**src/core/cct_pkg.sv**
```systemverilog
// Summary of operation
// - Counter runs normally and stops whenever timer_on is zero.
// - Each channel pin is capture input or compare output per its mode.
// - Register address is module base plus the register's fixed offset.
// - Mode bit 0 selects input capture, 1 selects output compare.
// - Writes to absent channel bits are ignored; such bits read zero.
// - Only implemented channel bits work; compare registers exist per channel.
// - Force-compare register always reads back zero.
// - Writing one to force_compare performs the channel's compare action now.
// - A forced compare never sets the channel flag.
// - Forced and real compare together: forced wins, no flag set.
// - The free_counter is a 16-bit up counter.
// - Counter writes are ignored in normal mode, accepted in special mode.
// - First count after a counter write may be short, never longer than a full prescaler period.
// - In freeze mode counter stops if halt_in_freeze is one.
// - In wait mode timer stops if halt_in_wait is one.
// - Quick clear: capture read, compare write, counter access clear flags.
// - overflow_toggle flips compare pin on overflow, beating forced compare.
package cct_pkg;
    localparam logic [5:0] CCT_OFS_MODE    = 6'h00;
    localparam logic [5:0] CCT_OFS_FORCE   = 6'h01;
    localparam logic [5:0] CCT_OFS_CNT_HI  = 6'h04;
    localparam logic [5:0] CCT_OFS_CNT_LO  = 6'h05;
    localparam logic [5:0] CCT_OFS_SCR1    = 6'h06;
    localparam logic [5:0] CCT_OFS_TOGGLE  = 6'h07;
    localparam logic [5:0] CCT_OFS_OCTL_HI = 6'h08;
    localparam logic [5:0] CCT_OFS_OCTL_LO = 6'h09;
    localparam logic [5:0] CCT_OFS_EDGE_HI = 6'h0A;
    localparam logic [5:0] CCT_OFS_EDGE_LO = 6'h0B;
    localparam logic [5:0] CCT_OFS_IRQ_EN  = 6'h0C;
    localparam logic [5:0] CCT_OFS_SCR2    = 6'h0D;
    localparam logic [5:0] CCT_OFS_FLAG    = 6'h0E;
    localparam logic [5:0] CCT_OFS_OVF     = 6'h0F;
    localparam logic [5:0] CCT_OFS_CMP0    = 6'h10;
    localparam logic [5:0] CCT_OFS_CMP_END = 6'h1F;
    localparam logic [5:0] CCT_OFS_PIN_DIS = 6'h2C;
    localparam logic [5:0] CCT_OFS_PPRESC  = 6'h2E;
    // Field positions in system_control_one
    localparam int CCT_BIT_TIMER_ON   = 7;
    localparam int CCT_BIT_HALT_WAIT  = 6;
    localparam int CCT_BIT_HALT_FRZ   = 5;
    localparam int CCT_BIT_QUICK_CLR  = 4;
    localparam int CCT_BIT_PREC_SEL   = 3;
    // Field positions in system_control_two and overflow flag register
    localparam int CCT_BIT_OVF_IRQ_EN = 7;
    localparam int CCT_BIT_OVF_FLAG   = 7;
    localparam logic [7:0]  CCT_RST_BYTE = 8'h00;
    localparam logic [15:0] CCT_RST_WORD = 16'h0000;
    localparam logic [15:0] CCT_CNT_MAX  = 16'hFFFF;
    localparam logic [31:0] CCT_RD_ZERO  = 32'h0000_0000;
    localparam logic [31:0] CCT_RD_UNMAP = 32'h0000_0000;
endpackage

```
**src/core/cct_prescaler.sv**
```systemverilog
`timescale 1ns/100ps
`default_nettype none
module cct_prescaler
    import cct_pkg::*;
(
    input  wire logic       clk,
    input  wire logic       rstn,
    input  wire logic       run,
    input  wire logic       sync_clr,
    input  wire logic       prec_sel,
    input  wire logic [2:0] legacy_sel,
    input  wire logic [7:0] prec_div,
    output logic            tick
);
    logic [7:0] div_cnt;
    logic [7:0] limit;

    // Terminal count: 2^sel-1 legacy, divide by value+1 in precision mode
    always_comb begin
        if (prec_sel) begin
            limit = prec_div;
        end else begin
            limit = 8'((9'h001 << legacy_sel) - 9'h001);
        end
    end

    // Divider; restarts on request but a counter write does not reset it
    always_ff @(posedge clk or negedge rstn) begin
        if (!rstn) begin
            div_cnt <= CCT_RST_BYTE;
        end else if (sync_clr) begin
            div_cnt <= CCT_RST_BYTE;
        end else if (run) begin
            if (div_cnt >= limit) begin
                div_cnt <= CCT_RST_BYTE;
            end else begin
                div_cnt <= div_cnt + 8'h01;
            end
        end
    end

    assign tick = run && (div_cnt >= limit);
endmodule
`default_nettype wire

```
**src/core/cct_timer.sv**
```systemverilog
`timescale 1ns/100ps
`default_nettype none
module cct_timer
    import cct_pkg::*;
#(
    parameter int NCH = 4
) (
    input  wire logic        clk,
    input  wire logic        rstn,
    input  wire logic        clk_en,
    input  wire logic        freeze_mode,
    input  wire logic        wait_mode,
    input  wire logic        special_mode,
    input  wire logic [5:0]  avs_address,
    input  wire logic        avs_read,
    input  wire logic        avs_write,
    input  wire logic [3:0]  avs_byteenable,
    input  wire logic [31:0] avs_writedata,
    output logic [31:0]      avs_readdata,
    output logic             avs_waitrequest,
    input  wire logic [3:0]  channel_pin_in,
    output logic [3:0]       channel_pin_out,
    output logic [3:0]       channel_pin_oe,
    output logic             channel_irq,
    output logic             overflow_irq
);
    localparam logic [3:0] CH_MASK = 4'((5'h01 << NCH) - 5'h01);

    // Register state
    logic [3:0]  channel_mode_select;
    logic [7:0]  scr1;
    logic [3:0]  overflow_toggle;
    logic [7:0]  out_ctl;
    logic [7:0]  edge_select;
    logic [3:0]  channel_irq_enable;
    logic        overflow_irq_enable;
    logic [2:0]  prescale_select;

    // Flags, pin disconnect and precision prescale state
    logic [3:0]  channel_flag;
    logic        overflow_flag;
    logic [3:0]  compare_pin_disconnect;
    logic [7:0]  precision_prescale;
    logic        prec_locked;

    // Counter and compare state
    logic [15:0] free_counter;
    logic [15:0] channel_compare_value [4];
    logic [3:0]  pin_state;
    logic        ack;

    // Synchronised pins and edge history
    logic [3:0]  pin_s1;
    logic [3:0]  pin_s2;
    logic [3:0]  pin_prev;

    logic        wr_req;
    logic        rd_req;
    logic        wr_lo;
    logic        run;
    logic        tick;
    logic        wrap;
    logic        cnt_wr;
    logic        cnt_acc;

    logic [3:0]  force_hit;
    logic [3:0]  match;
    logic [3:0]  cap_edge;
    logic [3:0]  flag_set;
    logic [3:0]  flag_clr;
    logic [3:0]  pin_act;
    logic [3:0]  ch_acc;
    logic [7:0]  wbyte;

    // One-cycle Avalon answer; waitrequest low on the second cycle
    assign wr_req = avs_write && !avs_waitrequest;
    assign rd_req = avs_read && !avs_waitrequest;
    assign wr_lo = wr_req && avs_byteenable[0];
    assign wbyte = avs_writedata[7:0];
    assign avs_waitrequest = (avs_read || avs_write) && !ack;

    always_ff @(posedge clk or negedge rstn) begin
        if (!rstn) begin
            ack <= 1'b0;
        end else if (clk_en) begin
            ack <= (avs_read || avs_write) && !ack;
        end
    end

    // Counter runs when enabled and not halted by wait or freeze
    assign run = scr1[CCT_BIT_TIMER_ON]
        && !(freeze_mode && scr1[CCT_BIT_HALT_FRZ])
        && !(wait_mode && scr1[CCT_BIT_HALT_WAIT])
        && clk_en;

    // Counter write reaches the word, unaligned to the prescaler
    assign cnt_wr = wr_req && special_mode
        && (avs_address == CCT_OFS_CNT_HI);
    assign cnt_acc = (wr_req || rd_req)
        && ((avs_address == CCT_OFS_CNT_HI)
            || (avs_address == CCT_OFS_CNT_LO));

    cct_prescaler u_presc (
        .clk        (clk),
        .rstn       (rstn),
        .run        (run),
        .sync_clr   (1'b0),
        .prec_sel   (scr1[CCT_BIT_PREC_SEL]),
        .legacy_sel (prescale_select),
        .prec_div   (precision_prescale),
        .tick       (tick)
    );

    assign wrap = tick && (free_counter == CCT_CNT_MAX);

    // 16-bit up counter; word write at the high offset, prescaler not reset
    always_ff @(posedge clk or negedge rstn) begin
        if (!rstn) begin
            free_counter <= CCT_RST_WORD;
        end else if (clk_en) begin
            if (cnt_wr) begin
                free_counter <= avs_writedata[15:0];
            end else if (tick) begin
                free_counter <= free_counter + 16'h0001;
            end
        end
    end

    // Pin synchroniser
    always_ff @(posedge clk or negedge rstn) begin
        if (!rstn) begin
            pin_s1   <= 4'h0;
            pin_s2   <= 4'h0;
            pin_prev <= 4'h0;
        end else if (clk_en) begin
            pin_s1   <= channel_pin_in;
            pin_s2   <= pin_s1;
            pin_prev <= pin_s2;
        end
    end

    // Per-channel events
    genvar g;
    generate
        for (g = 0; g < 4; g++) begin : g_ch
            // Local views
            logic rise;
            logic fall;
            logic [1:0] es;
            logic [1:0] oc;

            // Pin edges
            assign rise = pin_s2[g] && !pin_prev[g];
            assign fall = !pin_s2[g] && pin_prev[g];

            // Control fields
            assign es = edge_select[2*g+1:2*g];
            assign oc = out_ctl[2*g+1:2*g];

            // Force strobe
            assign force_hit[g] = wr_req && CH_MASK[g]
                && (avs_address == CCT_OFS_FORCE) && wbyte[g]
                && channel_mode_select[g];

            // Compare on tick
            assign match[g] = CH_MASK[g] && channel_mode_select[g]
                && tick && (free_counter == channel_compare_value[g]);

            // Capture edge
            assign cap_edge[g] = CH_MASK[g] && !channel_mode_select[g]
                && ((es[0] && rise) || (es[1] && fall));

            // Forced action suppresses flag, even with a real match
            assign flag_set[g] = (match[g] && !force_hit[g])
                || cap_edge[g];
            assign pin_act[g] = match[g] || force_hit[g];

            // Word window
            assign ch_acc[g] = (avs_address == CCT_OFS_CMP0 + 6'(2*g))
                || (avs_address == CCT_OFS_CMP0 + 6'(2*g+1));

            // Quick flag clear
            assign flag_clr[g] = scr1[CCT_BIT_QUICK_CLR] && ch_acc[g]
                && ((rd_req && !channel_mode_select[g])
                    || (wr_req && channel_mode_select[g]));

            // Compare/capture register; only implemented channels
            always_ff @(posedge clk or negedge rstn) begin
                if (!rstn) begin
                    channel_compare_value[g] <= CCT_RST_WORD;
                end else if (clk_en && CH_MASK[g]) begin
                    if (cap_edge[g]) begin
                        channel_compare_value[g] <= free_counter;
                    end else if (wr_req && ch_acc[g]) begin
                        channel_compare_value[g] <= avs_writedata[15:0];
                    end
                end
            end

            // Pin level: overflow toggle beats compare and force
            always_ff @(posedge clk or negedge rstn) begin
                if (!rstn) begin
                    pin_state[g] <= 1'b0;
                end else if (clk_en) begin
                    if (wrap && overflow_toggle[g]
                        && channel_mode_select[g]) begin
                        pin_state[g] <= !pin_state[g];
                    end else if (pin_act[g]) begin
                        case (oc)
                            2'b01: pin_state[g] <= !pin_state[g];
                            2'b10: pin_state[g] <= 1'b0;
                            2'b11: pin_state[g] <= 1'b1;
                            default: pin_state[g] <= pin_state[g];
                        endcase
                    end
                end
            end

            // Pin drives only in compare mode with action and not disconnected
            assign channel_pin_oe[g] = CH_MASK[g]
                && channel_mode_select[g] && (oc != 2'b00)
                && !compare_pin_disconnect[g];
            assign channel_pin_out[g] = pin_state[g] && channel_pin_oe[g];
        end
    endgenerate

    // Channel flags: write one clears, set beats clear
    always_ff @(posedge clk or negedge rstn) begin
        if (!rstn) begin
            channel_flag <= 4'h0;
        end else if (clk_en) begin
            channel_flag <= (flag_set | (channel_flag & ~flag_clr
                & ~((wr_lo && (avs_address == CCT_OFS_FLAG))
                    ? wbyte[3:0] : 4'h0))) & CH_MASK;
        end
    end

    // Overflow flag: set on wrap, cleared by write one or quick clear
    always_ff @(posedge clk or negedge rstn) begin
        if (!rstn) begin
            overflow_flag <= 1'b0;
        end else if (clk_en) begin
            if (wrap) begin
                overflow_flag <= 1'b1;
            end else if (scr1[CCT_BIT_QUICK_CLR] && cnt_acc) begin
                overflow_flag <= 1'b0;
            end else if (wr_lo && (avs_address == CCT_OFS_OVF)
                && wbyte[CCT_BIT_OVF_FLAG]) begin
                overflow_flag <= 1'b0;
            end
        end
    end

    // Control registers; absent-channel bits masked on write
    always_ff @(posedge clk or negedge rstn) begin
        if (!rstn) begin
            channel_mode_select    <= 4'h0;
            scr1                   <= CCT_RST_BYTE;
            overflow_toggle        <= 4'h0;
            out_ctl                <= CCT_RST_BYTE;
            edge_select            <= CCT_RST_BYTE;
            channel_irq_enable     <= 4'h0;
            overflow_irq_enable    <= 1'b0;
            prescale_select        <= 3'h0;
            compare_pin_disconnect <= 4'h0;
            precision_prescale     <= CCT_RST_BYTE;
            prec_locked            <= 1'b0;
        end else if (clk_en && wr_lo) begin
            case (avs_address)
                CCT_OFS_MODE:
                    channel_mode_select <= wbyte[3:0] & CH_MASK;
                CCT_OFS_SCR1: begin
                    scr1[7:4] <= wbyte[7:4];
                    if (!prec_locked) begin
                        scr1[CCT_BIT_PREC_SEL] <= wbyte[CCT_BIT_PREC_SEL];
                        prec_locked <= 1'b1;
                    end
                end
                CCT_OFS_TOGGLE:
                    overflow_toggle <= wbyte[3:0] & CH_MASK;
                CCT_OFS_OCTL_LO:
                    out_ctl <= wbyte & {{2{CH_MASK[3]}}, {2{CH_MASK[2]}},
                        {2{CH_MASK[1]}}, {2{CH_MASK[0]}}};
                CCT_OFS_EDGE_LO:
                    edge_select <= wbyte & {{2{CH_MASK[3]}},
                        {2{CH_MASK[2]}}, {2{CH_MASK[1]}}, {2{CH_MASK[0]}}};
                CCT_OFS_IRQ_EN:
                    channel_irq_enable <= wbyte[3:0] & CH_MASK;
                CCT_OFS_SCR2: begin
                    overflow_irq_enable <= wbyte[CCT_BIT_OVF_IRQ_EN];
                    prescale_select <= wbyte[2:0];
                end
                CCT_OFS_PIN_DIS:
                    compare_pin_disconnect <= wbyte[3:0] & CH_MASK;
                CCT_OFS_PPRESC:
                    precision_prescale <= wbyte;
                default: begin
                end
            endcase
        end
    end

    // Read data registered at the answering edge
    always_ff @(posedge clk or negedge rstn) begin
        if (!rstn) begin
            avs_readdata <= CCT_RD_ZERO;
        end else if (clk_en && avs_read && !ack) begin
            case (avs_address)
                CCT_OFS_MODE:    avs_readdata <= {28'h0, channel_mode_select};
                CCT_OFS_FORCE:   avs_readdata <= CCT_RD_ZERO;
                CCT_OFS_CNT_HI:  avs_readdata <= {16'h0, free_counter};
                CCT_OFS_CNT_LO:  avs_readdata <= {24'h0, free_counter[7:0]};
                CCT_OFS_SCR1:    avs_readdata <= {24'h0, scr1[7:3], 3'h0};
                CCT_OFS_TOGGLE:  avs_readdata <= {28'h0, overflow_toggle};
                CCT_OFS_OCTL_LO: avs_readdata <= {24'h0, out_ctl};
                CCT_OFS_EDGE_LO: avs_readdata <= {24'h0, edge_select};
                CCT_OFS_IRQ_EN:  avs_readdata <= {28'h0, channel_irq_enable};
                CCT_OFS_SCR2:    avs_readdata <= {24'h0, overflow_irq_enable,
                                     4'h0, prescale_select};
                CCT_OFS_FLAG:    avs_readdata <= {28'h0, channel_flag};
                CCT_OFS_OVF:     avs_readdata <= {24'h0, overflow_flag, 7'h0};
                CCT_OFS_PIN_DIS: avs_readdata <= {28'h0,
                                     compare_pin_disconnect};
                CCT_OFS_PPRESC:  avs_readdata <= {24'h0, precision_prescale};
                default: begin
                    if (avs_address >= CCT_OFS_CMP0
                        && avs_address <= CCT_OFS_CMP_END
                        && !avs_address[3]
                        && CH_MASK[avs_address[2:1]]) begin
                        avs_readdata <= {16'h0,
                            channel_compare_value[avs_address[2:1]]};
                    end else begin
                        avs_readdata <= CCT_RD_UNMAP;
                    end
                end
            endcase
        end
    end

    // Interrupt requests from flags and enables
    assign channel_irq  = |(channel_flag & channel_irq_enable);
    assign overflow_irq = overflow_flag && overflow_irq_enable;
endmodule
`default_nettype wire

```
**config.mk**
```make
export PLATFORM = sky130hd
export DESIGN_NAME = cct_timer
export DESIGN_NICKNAME = d
export VERILOG_FILES = /design/src/core/cct_pkg.sv /design/src/core/cct_prescaler.sv /design/src/core/cct_timer.sv
export SDC_FILE = /design/constraint.sdc
export NUM_CORES = 1
export LEC_CHECK = 0
export BUFFER_PORTS_ARGS = -buffer_cell sky130_fd_sc_hd__buf_2
export CAP_MARGIN = 15
export CORE_MARGIN = 3
export CORE_UTILIZATION = 50
export CTS_CLUSTER_DIAMETER = 100
export DETAILED_ROUTE_END_ITERATION = 16
export PLACE_DENSITY = 0.7
export SYNTH_ARGS = -nofsm -noshare
export SYNTH_HDL_FRONTEND = slang
export SYNTH_HIERARCHICAL = 1
export SYNTH_SLANG_ARGS = --single-unit
```
**constraint.sdc**
```tcl
create_clock -name clk -period 8.5 [get_ports clk]
set_input_delay 0.85 -clock clk [delete_from_list [all_inputs] [get_ports clk]]
set_output_delay 0.85 -clock clk [all_outputs]
set_load 0.03 [all_outputs]
```
==> results.cfg <==
[final_layout]
fin_nets = 1153
layout_common_cells = dfrtp_1, nand2_1, o21ai_0
area_growth_from_synthesis_to_layout_pct = 9.06
finish.utilization = 0.562
layout.cells.most_common = dfrtp_1
final.fill_count = 1829
drive_gt1_frac = 0.194
insertedDiodeCount = 0

[sta]
final.setup.worst_slack_ns = 4.50
timing_max_transition_violations_final = 0
finalCriticalPeriod_ns = 4.00
achievable-frequency_mhz = 250
clock_skews_ns = 0.00717
final.period_utilization = 0.471
timing.setup.tns_ns = 0
setup_viol = 0
timing_worst_slew_pin_value_ns = 1.18
timing.max_slew.rel_slack = 0.209
finalHoldViolations = 0
setup_repair_after_global_routing_missed_its_margin = false

[floorplan]
die_w_um = 151
placement_rows = 52
fp.coreArea_mm2 = 0.0205
dieArea_mm2 = 0.0229
io_pins = 97
initial_core_util = 0.515
die_y_um = 151

[power_and_ir_drop]
clock_power_share = 0.349
design_power_total_mw = 2.26
sw_frac_of_total = 0.320
netSwitchingPower_mw = 0.722
leakage_nw = 5.03
pwr-share-seq = 0.469
internal-power_mw = 1.54
power.density_mw_per_mm2 = 196
combPwrFrac = 0.182
peakVddDrop_mv = 0.125

[hold_path]
hold_path.class = input pin to async pin

[routing]
drt_drc_violations_left = 0
firstDrtPassIters = 5
detailed_route_wire_length_per_cell_um = 22.6
first_iter_violations = 705
routed_wl_mm = 30.9
drt.antenna.violating_nets = 0
route.vias.total = 8446
viasPerCell = 6.16

[place]
place_worst_setup_slack_ns = 4.28
post-dp-hpwl_mm = 21.3
port_buffers = 61
place_congestion = 0.941

[synth]
netlist_area_mm2 = 0.0106
post-synth-top-area-fraction = 0.417
synth-seq-cells = 176
ys.warnings.count = 6
synthesis.instances = 1076
synth_ff_type = dfrtp_1
post_synth.cell_area_avg_um2 = 9.81
distinct_cell_type_count_of_the_synthesized_netlist = 73
count_of_flip_flops_with_a_built_in_enable_after_synthesis = 0
netlist.top_cell.by_area = dfrtp_1
yosysSeqAreaShare = 0.417
post_synth_main_area_contributors = dfrtp_1, mux2i_1, mux2_2
async_flop_share = 1.00

[critical_path]
worstSetupEndpointType = flip-flop
crit_path_max_fanout = 16
cp_data_arrival_time_ns = 4.31
timing.reg2reg.setup_slack_ns = 4.50
worst-r2r-cell-count = 12
path_class = flip-flop to flip-flop
worst-endpoint-required_ns = 8.80
crit_path_start_kind = flip-flop
setup.worst_path.start = scr1[3]$_DFFE_PN0P_
regToRegStartpoint = scr1[3]$_DFFE_PN0P_

[clock_tree]
postCtsHoldBufs = 0
numCtsBuffers = 17
clock_tree_from_tritoncts = built
cts_repair_resize_count = 0
h-tree-depth = 4
clock_insertion_delay_worst_skew_ns = 0.44
cts.clk_slew.worst_paths_ns = 0.07
cts.repair_timing.setup_buffer_count = 0
cts_num_sinks = 176
clk_root_buffer_cell = clkbuf_16
cts-root-to-sink-buffers = 2

[global_routing]
grt_first_pass_wirelength_mm = 47.5
pin_count_of_the_biggest_net_entering_global_routing = 97
grt_pass1_vias = 8163
grt_antenna_before_repair = 0
gr-total-overflow = 0
grt_total_usage = 0.276

[outcome]
outcome = finished, final reports clean

[job]
cap_viol_max_count = 0
## layer usage
layer | GRT usage | vias to the layer above | wire length, µm
met3 | 0.0580 | 54 | 2310
met4 | 0.0830 | 0 | 720
met2 | 0.427 | 333 | 14400
met5 | 0 | - | 0
met1 | 0.391 | 4204 | 13500
li1 | - | 3855 | -
## sequential cells by signal, indices dropped and copies added, names as in the netlist, 3 cells and up
register / flops
avs_readdata: 16
prescale_select: 3
channel_compare_value: 64
channel_mode_select: 4
free_counter: 16
u_presc/div_cnt: 8
precision_prescale: 8
pin_s2: 4
out_ctl: 8
channel_irq_enable: 4
compare_pin_disconnect: 4
channel_flag: 4
edge_select: 8
pin_state: 4
overflow_toggle: 4
pin_prev: 4
scr1: 5
pin_s1: 4
## power groups by stage
stage | clock network [mW] | logic (mW) | registers [mW]
6_report | 0.790 | 0.410 | 1.06
5_1_grt | 0.833 | 0.454 | 1.07
4_1_cts | 0.797 | 0.409 | 1.06
3_5_place_dp | 0 | 0.408 | 1.07
3_3_place_gp | 0 | 0.400 | 1.07
2_1_floorplan | 0 | 0.290 | 1.04
## cells in the mapped netlist, types with 4 or more instances
master	n
and3_1	13
o21ai_0	105
o31ai_1	6
a22oi_1	14
or2_2	4
buf_1	13
inv_1	15
a22o_1	6
mux4_2	17
nor3_1	8
a21oi_1	47
nand3_1	26
a31oi_1	7
nand4_1	11
nand2b_1	6
and2_1	9
nor2b_1	7
mux2i_1	73
a222oi_1	5
and4_1	5
clkbuf_1	49
o21a_1	4
mux2_2	58
a32oi_1	4
nor2_1	51
buf_4	18
dfrtp_1	176
buf_2	19
nor4_1	12
o21ai_1	6
nand3b_1	9
xnor2_1	26
or4_1	4
nor3b_1	6
a211oi_1	6
nand2_1	119
xor2_1	42
ha_1	12
a221oi_1	5
## worst max-delay path: stages, from the launching register on
cell	delay, ns
dfrtp_1	0.56
nor4_1	0.27
a21oi_1	0.07
ha_1	0.29
and3_1	0.14
o21ai_1	0.06
a311oi_2	0.45
o21a_1	0.49
nand3_1	0.15
or4_1	0.59
o21ai_2	0.22
a211oi_1	0.09
or4_1	0.48
## area by class of cell
cell class                      instances  area, µm²  area share
Multi-Input combinational cell        804       5730       0.498
Sequential cell                       176       4400       0.383
Clock buffer                           18        439      0.0381
Timing Repair Buffer                   73        404      0.0351
Tap cell                              270        338      0.0293
Clock inverter                         14        141      0.0123
Inverter                               15       56.3     0.00489
## through the flow
stage	area, µm²	std cells	hold slack [ns]
finish	11500	1370	0.433
CTS	11500	1370	0.478
detailed placement	10900	1338	0.464
global route	11500	1370	0.497
global placement	10900	1338	0.457
floorplan	10600	1095	0.440
## final timing paths
path / end
min reg2reg: avs_readdata[2]$_DFFE_PN0P_
min in group clk: avs_readdata[2]$_DFFE_PN0P_
max reg2reg: pin_state[0]$_DFFE_PN0P_
min: avs_readdata[11]$_DFFE_PN0P_
max in group asynchronous: overflow_toggle[0]$_DFFE_PN0P_
max: pin_state[0]$_DFFE_PN0P_
## logic make-up (layout without fill, tap and decap cells)
kind of cell	Yosys count	after routing	synth area share
adders and majority gates	12	12	0.0142
AOI/OAI and AO/OA	243	243	0.142
xor gates and xnor gates	68	68	0.0564
other	1	20	0.000355
DFF	176	176	0.417
muxes	148	148	0.167
and+or+nand+nor	313	313	0.152
buffers and inverters	115	120	0.0503
Power figures use the tool's default switching activity.
